## src/itfa_pkg.sv

```systemverilog
package itfa_pkg;

    // ************************************************
    // terminal layout
    // ************************************************
    localparam int WORD_W = 12;
    localparam int TERM_N = 24;
    localparam int SPEC_N = 8;
    localparam int CH_N = 4;
    localparam int SPEC_LO_N = 4;
    localparam logic [4:0] WORD1_BASE = 5'h0c;
    localparam int CNT_W = 16;

    // counter phase A terminal per counter 3..0, phase B is the next bit
    localparam logic [3:0][4:0] HSC_A_IDX = {5'h0a, 5'h04, 5'h06, 5'h08};
    localparam logic [3:0][4:0] HSC_Z_IDX = {5'h0c, 5'h01, 5'h02, 5'h03};
    // origin terminal per pulse output 3..0, proximity is the next bit
    localparam logic [3:0][4:0] ORG_IDX = {5'h0e, 5'h0c, 5'h02, 5'h00};

    // ************************************************
    // register map (byte addresses)
    // ************************************************
    localparam logic [7:0] REG_INPUT_SEL = 8'h00;
    localparam logic [7:0] REG_HSC_EN = 8'h04;
    localparam logic [7:0] REG_ORG_EN = 8'h08;
    localparam logic [7:0] REG_IMASK_CMD = 8'h0c;
    localparam logic [7:0] REG_CNT_PRESET = 8'h10;
    localparam logic [7:0] REG_STATUS = 8'h14;
    localparam logic [7:0] REG_MASK = 8'h18;
    localparam logic [7:0] REG_PIN_STATE = 8'h1c;
    localparam logic [7:0] REG_QUICK = 8'h20;

    localparam logic [15:0] SEL_RST = 16'h0000;
    localparam logic [CNT_W-1:0] PRESET_RST = 16'h0001;

    // per-terminal input setting, two bits each
    localparam logic [1:0] SEL_NORMAL = 2'h0;
    localparam logic [1:0] SEL_INTR = 2'h1;
    localparam logic [1:0] SEL_QUICK = 2'h2;

    typedef enum logic [2:0] {
        FN_NORMAL = 3'h0,
        FN_INTR = 3'h1,
        FN_QUICK = 3'h3,
        FN_HSC = 3'h2,
        FN_ORG = 3'h6
    } itfa_fn_t;

    typedef enum logic [3:0] {
        RI_NONE, RI_SEL, RI_HSC, RI_ORG, RI_IMASK,
        RI_PRESET, RI_STATUS, RI_MASK, RI_PINS, RI_QUICK
    } itfa_reg_t;

    typedef struct packed {
        logic [15:0] sel;
        logic [CH_N-1:0] hsc_en;
        logic [CH_N-1:0] org_en;
        logic [SPEC_N-1:0] cmode;
        logic [CNT_W-1:0] preset;
        logic [SPEC_N-1:0][CNT_W-1:0] cnt;
        logic [SPEC_N-1:0] status;
        logic [SPEC_N-1:0] mask;
        logic [SPEC_N-1:0] quick;
        logic wait_q;
        logic [31:0] rdata;
        logic irq;
        logic [WORD_W-1:0] nw0;
        logic [WORD_W-1:0] nw1;
        logic [CH_N-1:0] ha;
        logic [CH_N-1:0] hb;
        logic [CH_N-1:0] hz;
        logic [CH_N-1:0] oo;
        logic [CH_N-1:0] op;
    } itfa_state_t;

    typedef struct packed {
        logic [TERM_N-1:0] s1;
        logic [TERM_N-1:0] s2;
        logic [TERM_N-1:0] prev;
    } itfa_sync_t;

endpackage

```

## src/itfa_top.sv

```systemverilog
`timescale 1ns/10ps


module itfa_top (
    // clock, reset, enable
    input wire logic SYS_CLK,
    input wire logic RESET,
    input wire logic CE,
    // field terminals
    input wire logic [11:0] IN_WORD0,
    input wire logic [11:0] IN_WORD1,
    // avalon-mm slave
    input wire logic [7:0] AVS_ADDRESS,
    input wire logic AVS_READ,
    input wire logic AVS_WRITE,
    input wire logic [31:0] AVS_WRITEDATA,
    output logic [31:0] AVS_READDATA,
    output logic AVS_WAITREQUEST,
    // normal input words
    output logic [11:0] NORMAL_WORD0,
    output logic [11:0] NORMAL_WORD1,
    // high-speed counter phases
    output logic [3:0] HSC_PHASE_A,
    output logic [3:0] HSC_PHASE_B,
    output logic [3:0] HSC_PHASE_Z,
    // origin search inputs
    output logic [3:0] ORG_ORIGIN,
    output logic [3:0] ORG_PROXIMITY,
    // quick-response latches
    output logic [7:0] QUICK_LATCH,
    // interrupt
    output logic IRQ
);

    // ************************************************
    // decode helpers
    // ************************************************

    function automatic itfa_pkg::itfa_reg_t reg_of(input logic [7:0] a);
        itfa_pkg::itfa_reg_t r;
        r = itfa_pkg::RI_NONE;
        if (a == itfa_pkg::REG_INPUT_SEL) begin
            r = itfa_pkg::RI_SEL;
        end else if (a == itfa_pkg::REG_HSC_EN) begin
            r = itfa_pkg::RI_HSC;
        end else if (a == itfa_pkg::REG_ORG_EN) begin
            r = itfa_pkg::RI_ORG;
        end else if (a == itfa_pkg::REG_IMASK_CMD) begin
            r = itfa_pkg::RI_IMASK;
        end else if (a == itfa_pkg::REG_CNT_PRESET) begin
            r = itfa_pkg::RI_PRESET;
        end else if (a == itfa_pkg::REG_STATUS) begin
            r = itfa_pkg::RI_STATUS;
        end else if (a == itfa_pkg::REG_MASK) begin
            r = itfa_pkg::RI_MASK;
        end else if (a == itfa_pkg::REG_PIN_STATE) begin
            r = itfa_pkg::RI_PINS;
        end else if (a == itfa_pkg::REG_QUICK) begin
            r = itfa_pkg::RI_QUICK;
        end
        return r;
    endfunction

    // terminal index of interrupt / quick-response channel i
    function automatic logic [4:0] spec_idx(input int i);
        logic [4:0] t;
        t = 5'(i);
        if (i >= itfa_pkg::SPEC_LO_N) begin
            t = itfa_pkg::WORD1_BASE + 5'(i - itfa_pkg::SPEC_LO_N);
        end
        return t;
    endfunction

    // a zero preset is loaded as one, so it fires on every rising edge
    function automatic logic [itfa_pkg::CNT_W-1:0] load_of(
        input logic [itfa_pkg::CNT_W-1:0] p
    );
        logic [itfa_pkg::CNT_W-1:0] v;
        v = p;
        if (p == '0) begin
            v = itfa_pkg::CNT_W'(1);
        end
        return v;
    endfunction

    // ************************************************
    // pin synchroniser
    // ************************************************

    logic [itfa_pkg::TERM_N-1:0] pin_lvl;
    logic [itfa_pkg::TERM_N-1:0] pin_rise;

    itfa_sync #(
        .W(itfa_pkg::TERM_N)
    ) u_sync (
        .clk(SYS_CLK),
        .rst(RESET),
        .ce(CE),
        .din({IN_WORD1, IN_WORD0}),
        .level(pin_lvl),
        .rise(pin_rise)
    );

    // ************************************************
    // state
    // ************************************************

    itfa_pkg::itfa_state_t st_q;
    itfa_pkg::itfa_state_t st_d;
    itfa_pkg::itfa_fn_t fn [itfa_pkg::TERM_N];
    itfa_pkg::itfa_reg_t ri;
    logic req;
    logic done;
    logic [itfa_pkg::SPEC_N-1:0] ev;
    logic [itfa_pkg::SPEC_N-1:0] qset;
    logic [itfa_pkg::TERM_N-1:0] normal_v;
    logic [31:0] rd;

    // ************************************************
    // function allocation
    // ************************************************

    always_comb begin
        logic [4:0] t;
        t = '0;
        for (int k = 0; k < itfa_pkg::TERM_N; k++) begin
            fn[k] = itfa_pkg::FN_NORMAL;
        end
        // lowest priority: per-terminal input setting
        for (int i = 0; i < itfa_pkg::SPEC_N; i++) begin
            t = spec_idx(i);
            if (st_q.sel[2*i +: 2] == itfa_pkg::SEL_INTR) begin
                fn[t] = itfa_pkg::FN_INTR;
            end else if (st_q.sel[2*i +: 2] == itfa_pkg::SEL_QUICK) begin
                fn[t] = itfa_pkg::FN_QUICK;
            end
        end
        // counters override the input setting
        for (int c = 0; c < itfa_pkg::CH_N; c++) begin
            if (st_q.hsc_en[c]) begin
                fn[itfa_pkg::HSC_A_IDX[c]] = itfa_pkg::FN_HSC;
                fn[itfa_pkg::HSC_A_IDX[c] + 5'h01] = itfa_pkg::FN_HSC;
                fn[itfa_pkg::HSC_Z_IDX[c]] = itfa_pkg::FN_HSC;
            end
        end
        // origin search wins over everything
        for (int p = 0; p < itfa_pkg::CH_N; p++) begin
            if (st_q.org_en[p]) begin
                fn[itfa_pkg::ORG_IDX[p]] = itfa_pkg::FN_ORG;
                fn[itfa_pkg::ORG_IDX[p] + 5'h01] = itfa_pkg::FN_ORG;
            end
        end
    end

    // ************************************************
    // events and levels
    // ************************************************

    always_comb begin
        logic [4:0] t;
        t = '0;
        ev = '0;
        qset = '0;
        for (int k = 0; k < itfa_pkg::TERM_N; k++) begin
            // terminal taken by a special function reads zero here
            normal_v[k] = pin_lvl[k] & (fn[k] == itfa_pkg::FN_NORMAL);
        end
        for (int i = 0; i < itfa_pkg::SPEC_N; i++) begin
            t = spec_idx(i);
            if (pin_rise[t] && fn[t] == itfa_pkg::FN_INTR) begin
                if (!st_q.cmode[i]) begin
                    ev[i] = 1'b1;
                end else if (st_q.cnt[i] <= itfa_pkg::CNT_W'(1)) begin
                    ev[i] = 1'b1;
                end
            end
            if (pin_rise[t] && fn[t] == itfa_pkg::FN_QUICK) begin
                qset[i] = 1'b1;
            end
        end
    end

    // ************************************************
    // register read mux
    // ************************************************

    assign req = AVS_READ | AVS_WRITE;
    assign done = req & ~st_q.wait_q;
    assign ri = reg_of(AVS_ADDRESS);

    always_comb begin
        rd = '0;
        case (ri)
            itfa_pkg::RI_SEL: begin
                rd[15:0] = st_q.sel;
            end
            itfa_pkg::RI_HSC: begin
                rd[3:0] = st_q.hsc_en;
            end
            itfa_pkg::RI_ORG: begin
                rd[3:0] = st_q.org_en;
            end
            itfa_pkg::RI_IMASK: begin
                rd[7:0] = st_q.cmode;
            end
            itfa_pkg::RI_PRESET: begin
                rd[15:0] = st_q.preset;
            end
            itfa_pkg::RI_STATUS: begin
                rd[7:0] = st_q.status;
            end
            itfa_pkg::RI_MASK: begin
                rd[7:0] = st_q.mask;
            end
            itfa_pkg::RI_PINS: begin
                rd[23:0] = pin_lvl;
            end
            itfa_pkg::RI_QUICK: begin
                rd[7:0] = st_q.quick;
            end
            default: begin
                rd = '0;
            end
        endcase
    end

    // ************************************************
    // next state
    // ************************************************

    always_comb begin
        logic [4:0] t;
        logic reload;
        t = '0;
        reload = 1'b0;
        st_d = st_q;
        if (CE) begin
            // one wait cycle: data captured now, handed over next edge
            if (req && st_q.wait_q) begin
                st_d.wait_q = 1'b0;
                st_d.rdata = AVS_READ ? rd : '0;
            end else begin
                st_d.wait_q = 1'b1;
            end
            if (done && AVS_WRITE) begin
                case (ri)
                    itfa_pkg::RI_SEL: begin
                        st_d.sel = AVS_WRITEDATA[15:0];
                    end
                    itfa_pkg::RI_HSC: begin
                        st_d.hsc_en = AVS_WRITEDATA[3:0];
                    end
                    itfa_pkg::RI_ORG: begin
                        st_d.org_en = AVS_WRITEDATA[3:0];
                    end
                    itfa_pkg::RI_IMASK: begin
                        st_d.cmode = AVS_WRITEDATA[7:0];
                        reload = 1'b1;
                    end
                    itfa_pkg::RI_PRESET: begin
                        st_d.preset = AVS_WRITEDATA[15:0];
                        reload = 1'b1;
                    end
                    itfa_pkg::RI_MASK: begin
                        st_d.mask = AVS_WRITEDATA[7:0];
                    end
                    default: begin
                        reload = 1'b0;
                    end
                endcase
            end
            // read clears only what was seen, so a new event survives
            if (done && AVS_READ && ri == itfa_pkg::RI_STATUS) begin
                st_d.status = st_q.status & ~st_q.rdata[7:0];
            end
            if (done && AVS_READ && ri == itfa_pkg::RI_QUICK) begin
                st_d.quick = st_q.quick & ~st_q.rdata[7:0];
            end
            st_d.status = st_d.status | ev;
            st_d.quick = st_d.quick | qset;
            // counter-mode interrupts count down rising edges
            for (int i = 0; i < itfa_pkg::SPEC_N; i++) begin
                t = spec_idx(i);
                if (reload) begin
                    st_d.cnt[i] = load_of(st_d.preset);
                end else if (pin_rise[t] && fn[t] == itfa_pkg::FN_INTR
                             && st_q.cmode[i]) begin
                    if (ev[i]) begin
                        st_d.cnt[i] = load_of(st_q.preset);
                    end else begin
                        st_d.cnt[i] = st_q.cnt[i] - itfa_pkg::CNT_W'(1);
                    end
                end
            end
            st_d.irq = |(st_d.status & st_d.mask);
            // outputs registered from the resolved allocation
            st_d.nw0 = normal_v[itfa_pkg::WORD_W-1:0];
            st_d.nw1 = normal_v[itfa_pkg::TERM_N-1:itfa_pkg::WORD_W];
            for (int c = 0; c < itfa_pkg::CH_N; c++) begin
                st_d.ha[c] = st_q.hsc_en[c]
                    & pin_lvl[itfa_pkg::HSC_A_IDX[c]];
                st_d.hb[c] = st_q.hsc_en[c]
                    & pin_lvl[itfa_pkg::HSC_A_IDX[c] + 5'h01];
                // origin search may steal the Z terminal
                st_d.hz[c] = (fn[itfa_pkg::HSC_Z_IDX[c]] == itfa_pkg::FN_HSC)
                    & pin_lvl[itfa_pkg::HSC_Z_IDX[c]];
                st_d.oo[c] = st_q.org_en[c]
                    & pin_lvl[itfa_pkg::ORG_IDX[c]];
                st_d.op[c] = st_q.org_en[c]
                    & pin_lvl[itfa_pkg::ORG_IDX[c] + 5'h01];
            end
        end
    end

    // ************************************************
    // registers
    // ************************************************

    always_ff @(posedge SYS_CLK or posedge RESET) begin
        if (RESET) begin
            st_q <= '0;
            st_q.sel <= itfa_pkg::SEL_RST;
            st_q.preset <= itfa_pkg::PRESET_RST;
            st_q.cnt <= {itfa_pkg::SPEC_N{itfa_pkg::PRESET_RST}};
            st_q.wait_q <= 1'b1;
        end else begin
            st_q <= st_d;
        end
    end

    // ************************************************
    // outputs
    // ************************************************

    assign AVS_READDATA = st_q.rdata;
    assign AVS_WAITREQUEST = st_q.wait_q;
    assign NORMAL_WORD0 = st_q.nw0;
    assign NORMAL_WORD1 = st_q.nw1;
    assign HSC_PHASE_A = st_q.ha;
    assign HSC_PHASE_B = st_q.hb;
    assign HSC_PHASE_Z = st_q.hz;
    assign ORG_ORIGIN = st_q.oo;
    assign ORG_PROXIMITY = st_q.op;
    assign QUICK_LATCH = st_q.quick;
    assign IRQ = st_q.irq;

endmodule // itfa_top

```

## src/itfa_sync.sv

```systemverilog
`timescale 1ns/10ps

module itfa_sync #(
    parameter int W = 24
) (
    // clock and reset
    input wire logic clk,
    input wire logic rst,
    input wire logic ce,
    // pins in
    input wire logic [W-1:0] din,
    // synchronised level and rising edge
    output logic [W-1:0] level,
    output logic [W-1:0] rise
);

    typedef struct packed {
        logic [W-1:0] s1;
        logic [W-1:0] s2;
        logic [W-1:0] prev;
    } itfa_sync_st_t;

    itfa_sync_st_t st_q;
    itfa_sync_st_t st_d;

    always_comb begin
        st_d = st_q;
        if (ce) begin
            st_d.s1 = din;
            st_d.s2 = st_q.s1;
            st_d.prev = st_q.s2;
        end
    end

    always_ff @(posedge clk or posedge rst) begin
        if (rst) begin
            st_q <= '0;
        end else begin
            st_q <= st_d;
        end
    end

    assign level = st_q.s2;
    assign rise = st_q.s2 & ~st_q.prev;

endmodule // itfa_sync

```

## config.mk

```make
export PLATFORM = sky130hd
export DESIGN_NAME = itfa_top
export DESIGN_NICKNAME = d
export VERILOG_FILES = /design/src/itfa_pkg.sv /design/src/itfa_top.sv /design/src/itfa_sync.sv
export SDC_FILE = /design/constraint.sdc
export NUM_CORES = 1
export LEC_CHECK = 0
export BUFFER_PORTS_ARGS = -buffer_cell sky130_fd_sc_hd__buf_2
export CAP_MARGIN = 20
export CORE_AREA = 2 2 195 197
export DETAILED_ROUTE_END_ITERATION = 8
export DIE_AREA = 0 0 197 199
export GPL_TIMING_DRIVEN = 0
export PLACE_DENSITY_LB_ADDON = 0.3
export SYNTH_ARGS = -nofsm -noshare
export SYNTH_HDL_FRONTEND = slang
export SYNTH_SLANG_ARGS = --single-unit
```

## constraint.sdc

```tcl
create_clock -name SYS_CLK -period 13.2 [get_ports SYS_CLK]
set_clock_uncertainty 0.2 [all_clocks]
set_input_delay 1.32 -clock SYS_CLK [delete_from_list [all_inputs] [get_ports SYS_CLK]]
set_output_delay 1.32 -clock SYS_CLK [all_outputs]
set_load 0.02 [all_outputs]
```

# == Word-level counts from Yosys, hierarchy flattened ==
# Cells that the tools add are included.
# word_totals
register_bits,350
# classes
reduce_logical,83
n_lt_le_gt_ge,16
n_bitwise,59
eq_ne,62
n_addsub,8
n_mux,141
# ops
op,n
two-way mux 16 bit,28
"less-or-equal comparator 16 x 1 -> 1 bit, second input constant",8
"subtractor 16 x 1 -> 16 bit, second input constant",8
two-way mux 48 bit,2
two-way mux 8 bit,10
zero test 3 bit,24
two-way mux 35 bit,2
two-way mux 33 bit,2
binary-select mux 3 bit (select 5 bit),4
two-way mux 30 bit,2
two-way mux 27 bit,2
AND 1 bit,45
two-way mux 4 bit,11
two-way mux 6 bit,7
two-way mux 1 bit,40
"== test 3 x 1 -> 1 bit, second input constant",12
"== test 3 x 2 -> 1 bit, second input constant",12
case mux 4 bit (9 select lines),1
logical AND 1 bit,33
"== test 8 x 5 -> 1 bit, second input constant",4
zero test 16 bit,2
case mux 4 bit (7 select lines),1
AND 24 bit,1
AND 8 bit,3
30 further kinds,105

# == Logic depth before layout (Yosys ltp) ==
# Gate-level depths: netlist (run 1).
# depth
word_depth,18
mapped_depth,11

# == Modules after synthesis ==
# A second synthesis (run 1) with hierarchy kept.
# hier_totals
hier_cells,2141
hier_area_um2,20307.0
# modules_own_cells
mod,area_each_um2,instances,seq_area_each_um2,cells_each
itfa_top,16946.3,1,6769.0,1940
itfa_sync,3360.7,1,1801.7,201

# == Least setup slack after synthesis (run 1) ==
# OpenSTA, ideal clock, no wires.
# synth_path
kind,in2reg
start,input port AVS_ADDRESS[1]
end,register st_q[103] in the netlist's numbering
cell_stages,8
arrival_ns,3.592
path_slack_ns,9.268
setup_time_ns,0.140
path_buffers,2
path_cell_list,or4_1 > clkbuf_1 > a211oi_1 > clkbuf_1 > nor3b_1 > a31oi_1 > o211ai_1 > o21ai_0
# synth_via
elab_chain_len,17
elab_cells_between_ends,32
# synth_rtl
element,line_no,source
from (decl),itfa_top.sv:13,"input wire logic [7:0] AVS_ADDRESS,"
== test 8 x 6 -> 1 bit,itfa_top.sv:58,end else if (a == itfa_pkg::REG_QUICK) begin
two-way mux 4 bit,itfa_top.sv:58,
two-way mux 4 bit,itfa_top.sv:56,end else if (a == itfa_pkg::REG_PIN_STATE) begin
two-way mux 4 bit,itfa_top.sv:54,end else if (a == itfa_pkg::REG_MASK) begin
two-way mux 4 bit,itfa_top.sv:52,end else if (a == itfa_pkg::REG_STATUS) begin
two-way mux 4 bit,itfa_top.sv:50,end else if (a == itfa_pkg::REG_CNT_PRESET) begin
two-way mux 4 bit,itfa_top.sv:48,end else if (a == itfa_pkg::REG_IMASK_CMD) begin
two-way mux 4 bit,itfa_top.sv:46,end else if (a == itfa_pkg::REG_ORG_EN) begin
two-way mux 4 bit,itfa_top.sv:44,end else if (a == itfa_pkg::REG_HSC_EN) begin
two-way mux 4 bit (*),itfa_top.sv:42,if (a == itfa_pkg::REG_INPUT_SEL) begin
== test 4 x 3 -> 1 bit,itfa_top.sv:246,case (ri)
two-way mux 16 bit / OR reduction 2 bit (equally long branches),--,
two-way mux 48 bit / two-way mux 1 bit (equally long branches),"itfa_top.sv:245, itfa_top.sv:246",
two-way mux 48 bit / two-way mux 1 bit (equally long branches),"itfa_top.sv:237, itfa_top.sv:245",
zero test 16 bit / two-way mux 1 bit (equally long branches),"itfa_top.sv:80, itfa_top.sv:237",
two-way mux 16 bit / nonzero test 2 bit (equally long branches),--,
two-way mux 16 bit / AND reduction 2 bit (equally long branches),--,
to (signal assigned),itfa_top.sv:327,st_q <= st_d;
to (decl),itfa_top.sv:108,itfa_pkg::itfa_state_t st_q;
# Mark *: on every way between the ends. The rest lies on a longest branch, timed or not. The select of a mux whose other input is x is not followed.
# A chain may end at the register's enable or synchronous reset.

# == Worst setup path after layout (run 1) ==
# layout_path
start,input port AVS_ADDRESS[1]
end,register st_q[161] in the netlist's numbering
# Same word-level chain as after synthesis.

==> metrics.txt, run 1 <==
outcome finished clean; Peak Freq approximately 200 MHz; worst r2r src st_q[256]$_DFFE_PP0P_; Clock transition at path regs 0.06 ns; Initial Utilization approximately half; area of the multi-input gates about 9500 um^2; I/O pins between 150 and 200; reg2reg setup slack ~9.4 ns; DP Wirelength between 40 and 50 mm; Gates resized, CTS repair 0; sequential share of the synthesized area a little over two fifths; hold endpoint AVS_READDATA[15]$_DFFE_PP0P_; DR WL/cell between 20 and 30 um; Pins Over Slew Limit 0; vias in the first global route between 15,000 and 20,000; Hold Path Class reg -> reg; ys async rst share 100.0%; Critical Path Start Type primary input; worst slew pin tran between 1 and 1.5 ns; area leader, netlist dfrtp_1; post-synthesis cell area roughly 19,000 um^2; Die X roughly 200 um; Critical-path top delay cell nor2_1; routability congestion estimate between 0.9 and 1; Synth top cells by count dfrtp_1, nand2_1, o21ai_0, a21oi_1, nor2_1; total power between 2 and 3 mW; critical path peak fanout 10; Crit path arrival time around 5.3 ns; RSZ-0062 raised after global routing no; fill count 3,322; Avg Synthesized Cell Area just under 9 um^2; cts bufs inserted 38; Via density approximately 6.5; required time of the critical path 13.48 ns; CTS tree done; ANT nets after route 0; Synth-to-Final Area Change 13.77%; clock root buffer master clkbuf_16; Final setup viols 0; Worst R2R End st_q[186]$_DFFE_PP0P_; dpl cell area about 20,000 um^2; crit path capture type register; layout cell share with drive strength beyond 1 18.24%; Area contributors post-synth dfrtp_1, mux2_2, nand2_1; WHS Path Cells 2; Post-synth EDFFs 0; Post-synth top flop dfrtp_1; R2R cell count 9; antenna violations before repair 6; synth warn 0; Setup CP Type in -> reg; Core Area 37,130 um^2; most common cell in the netlist dfrtp_1; gate count after technology mapping 2,128; IO buf count around 120; H-tree Lvls 2; MaxCap Viol Count 0; DIE AREA between 30,000 and 40,000 um^2; #FFs+latches synth roughly 330; Inst Count DP between 2,000 and 3,000; CTS sink cnt 326; Final Non-Filler Cells about 2,800; Fin. Hold Viols 0; largest stage delay on the critical path about 0.92 ns; Slew headroom between 10% and 20%; Final TNS setup 0 ns; share of the synthesized area in the top cell type a little over two fifths; maximum number of pins on one net before global-route repair roughly 130; PD cells between 100 and 150 nW/um^2; Total Routing Usage GR roughly 36%; CP Cell Sequence buf_2, or4_1, clkbuf_1, nor2_1, and3_1, buf_2, clkbuf_1, nand2_1, nor2_1, a21oi_1, o21ai_0; final WL roughly 70 mm; Vias 18,299; VDD IR max 0.00009517 V; gr ovfl total 0; first-pass GRT wire length roughly 110 mm; 1st-iter DRT viols about 2,600; Tcrit/Tclk final a little under two fifths; fin area ~22,000 um^2; hold_sp AVS_READDATA[15]$_DFFE_PP0P_; post-CTS setup buffer count 0; Die Ht 199 um; cell leakage power 10.12 nW; FF+latch area between 8000 and 9000 um^2; Rows 71; clock latency on the worst-skew pair roughly 0.57 ns; CTS Hold Bufs 0; First-pass DRT Iterations 6; Longest Clk Path Bufs 3; Residual DRC 0; NumNets Final ~2,400; Yosys cell types 69; Tmin final roughly 5 ns
[sequential cells by signal (all words and copies together) (netlist names)]
signal / cells
st_q: 192
u_sync.st_q: 40
AVS_READDATA: 24
u_sync.level: 24
NORMAL_WORD0: 12
QUICK_LATCH: 8
HSC_PHASE_A: 4
HSC_PHASE_B: 4
HSC_PHASE_Z: 4
NORMAL_WORD1: 4
ORG_ORIGIN: 4
ORG_PROXIMITY: 4
AVS_WAITREQUEST: 1
IRQ: 1
[critical path, delay by kind of cell]
kind            cells  cell delay [ns]
buf+inv             4             1.25
simple gates        5             2.47
compound gates      2             0.28
[routing by layer]
layer | GRT usage, % | part of all wire (%) | vias to the layer above
met5 | 0 | 0.078 | -
met4 | 23.03 | 6.8 | 8
met3 | 8.579 | 11 | 281
met2 | 52.93 | 42 | 1202
met1 | 48.73 | 39 | 8896
li1 | - | - | 7912
[stage by stage]
step           hold WS [ns]  setup slack (ns)  utilization, %
6_report             0.2951             8.144           58.16
5_1_grt              0.3117             8.152           58.15
4_1_cts              0.2945             8.408           58.15
3_5_place_dp         0.2729             7.845           54.73
3_3_place_gp         0.2680            -1.176           54.46
2_1_floorplan        0.2510             2.670               -
[where the power goes]
group | total (mW) | internal [mW] | switching, mW
Combinational | 0.575 | 0.232 | 0.343
Clock | 1.11 | 0.644 | 0.462
Sequential | 1.12 | 1.06 | 0.0606
Total | 2.80 | 1.94 | 0.865
[layout make-up]
| type | count | area share, % |
|---|---|---|
| Inverter | 65 | 1.164 |
| Sequential cell | 326 | 37.83 |
| Clock inverter | 15 | 1.014 |
| Buffer | 214 | 5.301 |
| Multi-Input combinational cell | 1530 | 43.82 |
| Tap cell | 474 | 2.746 |
| Clock buffer | 52 | 4.878 |
| Antenna cell | 1 | 0.01159 |
| Timing Repair Buffer | 128 | 3.233 |
[kinds of logic after synthesis]
logic type,after synthesis,synth area share (%)
xor+xnor,57,2.630
flops,326,43.04
buf+inv,279,7.316
mux,155,8.951
simple gates,701,17.65
other cells,1,0.01975
fa+ha+maj,28,1.846
compound gates,581,18.55
[layout by cell type (no fill, tap or decap), types with 16 or more instances in the layout]
cell type and count:
inv_1 63, buf_4 85, a211o_1 16, nor3_1 48, buf_2 127, o211ai_1 31
a22o_1 21, xor2_1 21, o21ai_0 200, mux2_2 118, a21oi_1 187, clkbuf_1 126
xnor2_1 36, ha_1 28, nor4_1 44, mux2i_1 37, nand2_1 268, or4_1 21
nand3_1 49, or3_1 25, and3_1 20, nor2_1 141, clkbuf_16 38, dfrtp_1 316
[how the worst max path moves through the flow]
stage                   startpoint  cells past startpoint  slack [ns]                           to
finish              AVS_ADDRESS[1]                     11        8.14        st_q[161]$_DFFE_PP0P_
global route        AVS_ADDRESS[1]                     11        8.15        st_q[125]$_DFFE_PP0P_
CTS                 AVS_ADDRESS[1]                     11        8.41        st_q[157]$_DFFE_PP0P_
detailed placement  AVS_ADDRESS[1]                     11        7.85        st_q[157]$_DFFE_PP0P_
global placement             RESET                      2       -1.18  u_sync.st_q[67]$_DFFE_PP0P_
floorplan                    RESET                      1        2.67  AVS_READDATA[0]$_DFFE_PP0P_
Note: power is estimated with default switching activity, not from simulation.
==> run 2, diff against run 1 <==
==> constraint.sdc (replaced) <==
create_clock -name SYS_CLK -period 5.2 [get_ports SYS_CLK]
set_clock_uncertainty 0.2 [all_clocks]
set_input_delay 0.52 -clock SYS_CLK [delete_from_list [all_inputs] [get_ports SYS_CLK]]
set_output_delay 0.52 -clock SYS_CLK [all_outputs]
set_load 0.02 [all_outputs]
==> run 2 against run 1 <==
  * First-iteration DRC count decreased by 6.7%
  * Cell count increased by 1.4%
  * Sequential power increased to 2.5 times the previous value
  * Via count increased by 0.84%
  * Highest routed layer unchanged
==> metrics.txt, run 2 (synthesis gave the netlist of run 1 again) <==
layout cell share with drive strength beyond 1 18.55% (+0.31 points); ANT nets after route 0 (unchanged); Tcrit/Tclk final 82.30%; gr ovfl total 0 (unchanged); cts bufs inserted 38 (unchanged); CTS tree done; Critical Path Start Type primary input; Core Area 37,130 um^2 (unchanged); Total Routing Usage GR 37.08% (+0.76 points); Gates resized, CTS repair 0 (unchanged); commonest non-fill, non-tap cell in the layout dfrtp_1; routability congestion estimate 1.008 (+2.7%); R2R cell count 9 (unchanged); IO buf count 124 (unchanged); H-tree Lvls 2 (unchanged); antenna violations before repair 6 (unchanged); Crit path arrival time 4.56 ns (-0.78 ns); Initial Utilization 51.12% (unchanged); First-pass DRT Iterations 6 (unchanged); Final Non-Filler Cells 2,843 (+1.4%); Hold Path Class in -> reg; 1st-iter DRT viols 2,393 (-6.7%); Tmin final 4.280 ns; DR WL/cell 25.40 um (+0.47%); cell leakage power 10.33 nW (+2.1%); number of flip-flops in the largest register 192 (unchanged); worst slew pin tran 1.213 ns (-0.07445 ns); Via density 6.490 (-0.51%); Vias 18,452 (+0.84%); Final setup viols 0 (unchanged); vias in the first global route 17,869 (+3.7%); final WL 72.22 mm (+1.8%); Peak Freq about 230 MHz; DIE AREA 39,200 um^2 (unchanged); MaxCap Viol Count 0 (unchanged); Residual DRC 0 (unchanged); Pins Over Slew Limit 0 (unchanged); Longest Clk Path Bufs 3 (unchanged); maximum number of pins on one net before global-route repair 42 (-67%); outcome finished clean; Fin. Hold Viols 0 (unchanged); Setup CP Type in -> reg; clock latency on the worst-skew pair 0.59 ns (+0.02 ns); RSZ-0062 raised after global routing no; crit path capture type register; Inst Count DP 2,746 (+0.33%); Clock transition at path regs 0.06 ns (about the same); most frequent cells in the layout dfrtp_1, nand2_1, o21ai_0; Most flops, register st_q; required time of the critical path 5.48 ns (-8.00 ns); leading registers by flop count st_q: 192 flops, u_sync.st_q: 40 flops; Rows 71 (unchanged); PD cells 328.3 nW/um^2 (+150%); critical path peak fanout 10 (unchanged); Die X 197 um (unchanged); I/O pins 155 (unchanged); Synth-to-Final Area Change 16.30%; NumNets Final 2,436 (+1.5%); CTS sink cnt 326 (unchanged); clock root buffer master clkbuf_16; VDD IR max 0.0003163 V (+230%); WHS Path Cells 3 (+1); Slew headroom 19.12% (+5.0 points); first-pass GRT wire length 108.7 mm (+2.0%); DP Wirelength 50.84 mm (+3.9%); total power 7.247 mW (+160%); Die Ht 199 um (unchanged)
run 2: through the flow:
step / instance area, um^2 / setup WS (ns) / setup TNS (ns) / hold WS [ns] / utilization [%]
2_1_floorplan: 19010 / 0.1374 / 0 / 0.2510 / -
3_3_place_gp: 20230 / -1.948 / -600.26 / 0.2742 / 54.47
3_5_place_dp: 20460 / 0.5474 / 0 / 0.2766 / 55.11
4_1_cts: 22050 / 1.134 / 0 / 0.05686 / 59.39
5_1_grt: 22070 / 0.8833 / 0 / 0.08170 / 59.45
6_report: 22080 / 0.9202 / 0 / 0.07362 / 59.45
run 2: report_power, final:
group | internal, mW | switching, mW | leakage [nW]
clock network | 1.73 | 1.17 | 0.650
logic | 0.612 | 0.886 | 5.46
registers | 2.69 | 0.154 | 4.22
run 2: worst max-delay path, stage by stage:
cell and delay [ns]:
buf_2 0.11, or4_1 0.56, clkbuf_1 0.27, nor2_1 0.45, and3_1 0.25, buf_2 0.32
clkbuf_1 0.59, nand2_1 0.34, nor2_1 0.89, a21oi_1 0.06, o21ai_0 0.18
run 2: worst paths after layout:
path,start,slack [ns],to
hold / removal,AVS_WRITEDATA[6],0.07,st_q[268]$_DFFE_PP0P_
max in group asynchronous,RESET,3.23,AVS_WAITREQUEST$_DFFE_PP1P_
setup / recovery,AVS_ADDRESS[1],0.92,st_q[225]$_DFFE_PP0P_
hold reg to reg,AVS_READDATA[15]$_DFFE_PP0P_,0.29,AVS_READDATA[15]$_DFFE_PP0P_
setup reg to reg,st_q[267]$_DFFE_PP0P_,1.47,st_q[136]$_DFFE_PP0P_
min in group asynchronous,RESET,0.38,st_q[123]$_DFFE_PP0P_
run 2: layer usage:
layer,track usage [%],vias up,wire (um)
met4,23.22,10,5052
met5,1.533,-,115
li1,-,7986,-
met1,47.75,8964,27450
met2,55.40,1191,30870
met3,10.05,301,8723
run 2: final cells by class:
type	instances	area, um^2
Fill cell	3241	15060
Antenna cell	2	5.005
Buffer	214	1145
Inverter	65	247.7
Clock inverter	19	296.5
Clock buffer	49	1042
Sequential cell	326	8170
Tap cell	474	593.1
Multi-Input combinational cell	1530	9462
Timing Repair Buffer	164	1116
run 2: what timing repair did:
item | in CTS | in global routing
endpoints found under the hold margin | 42 | 0
hold buffers | 25 | 0
setup buffers | 0 | 0
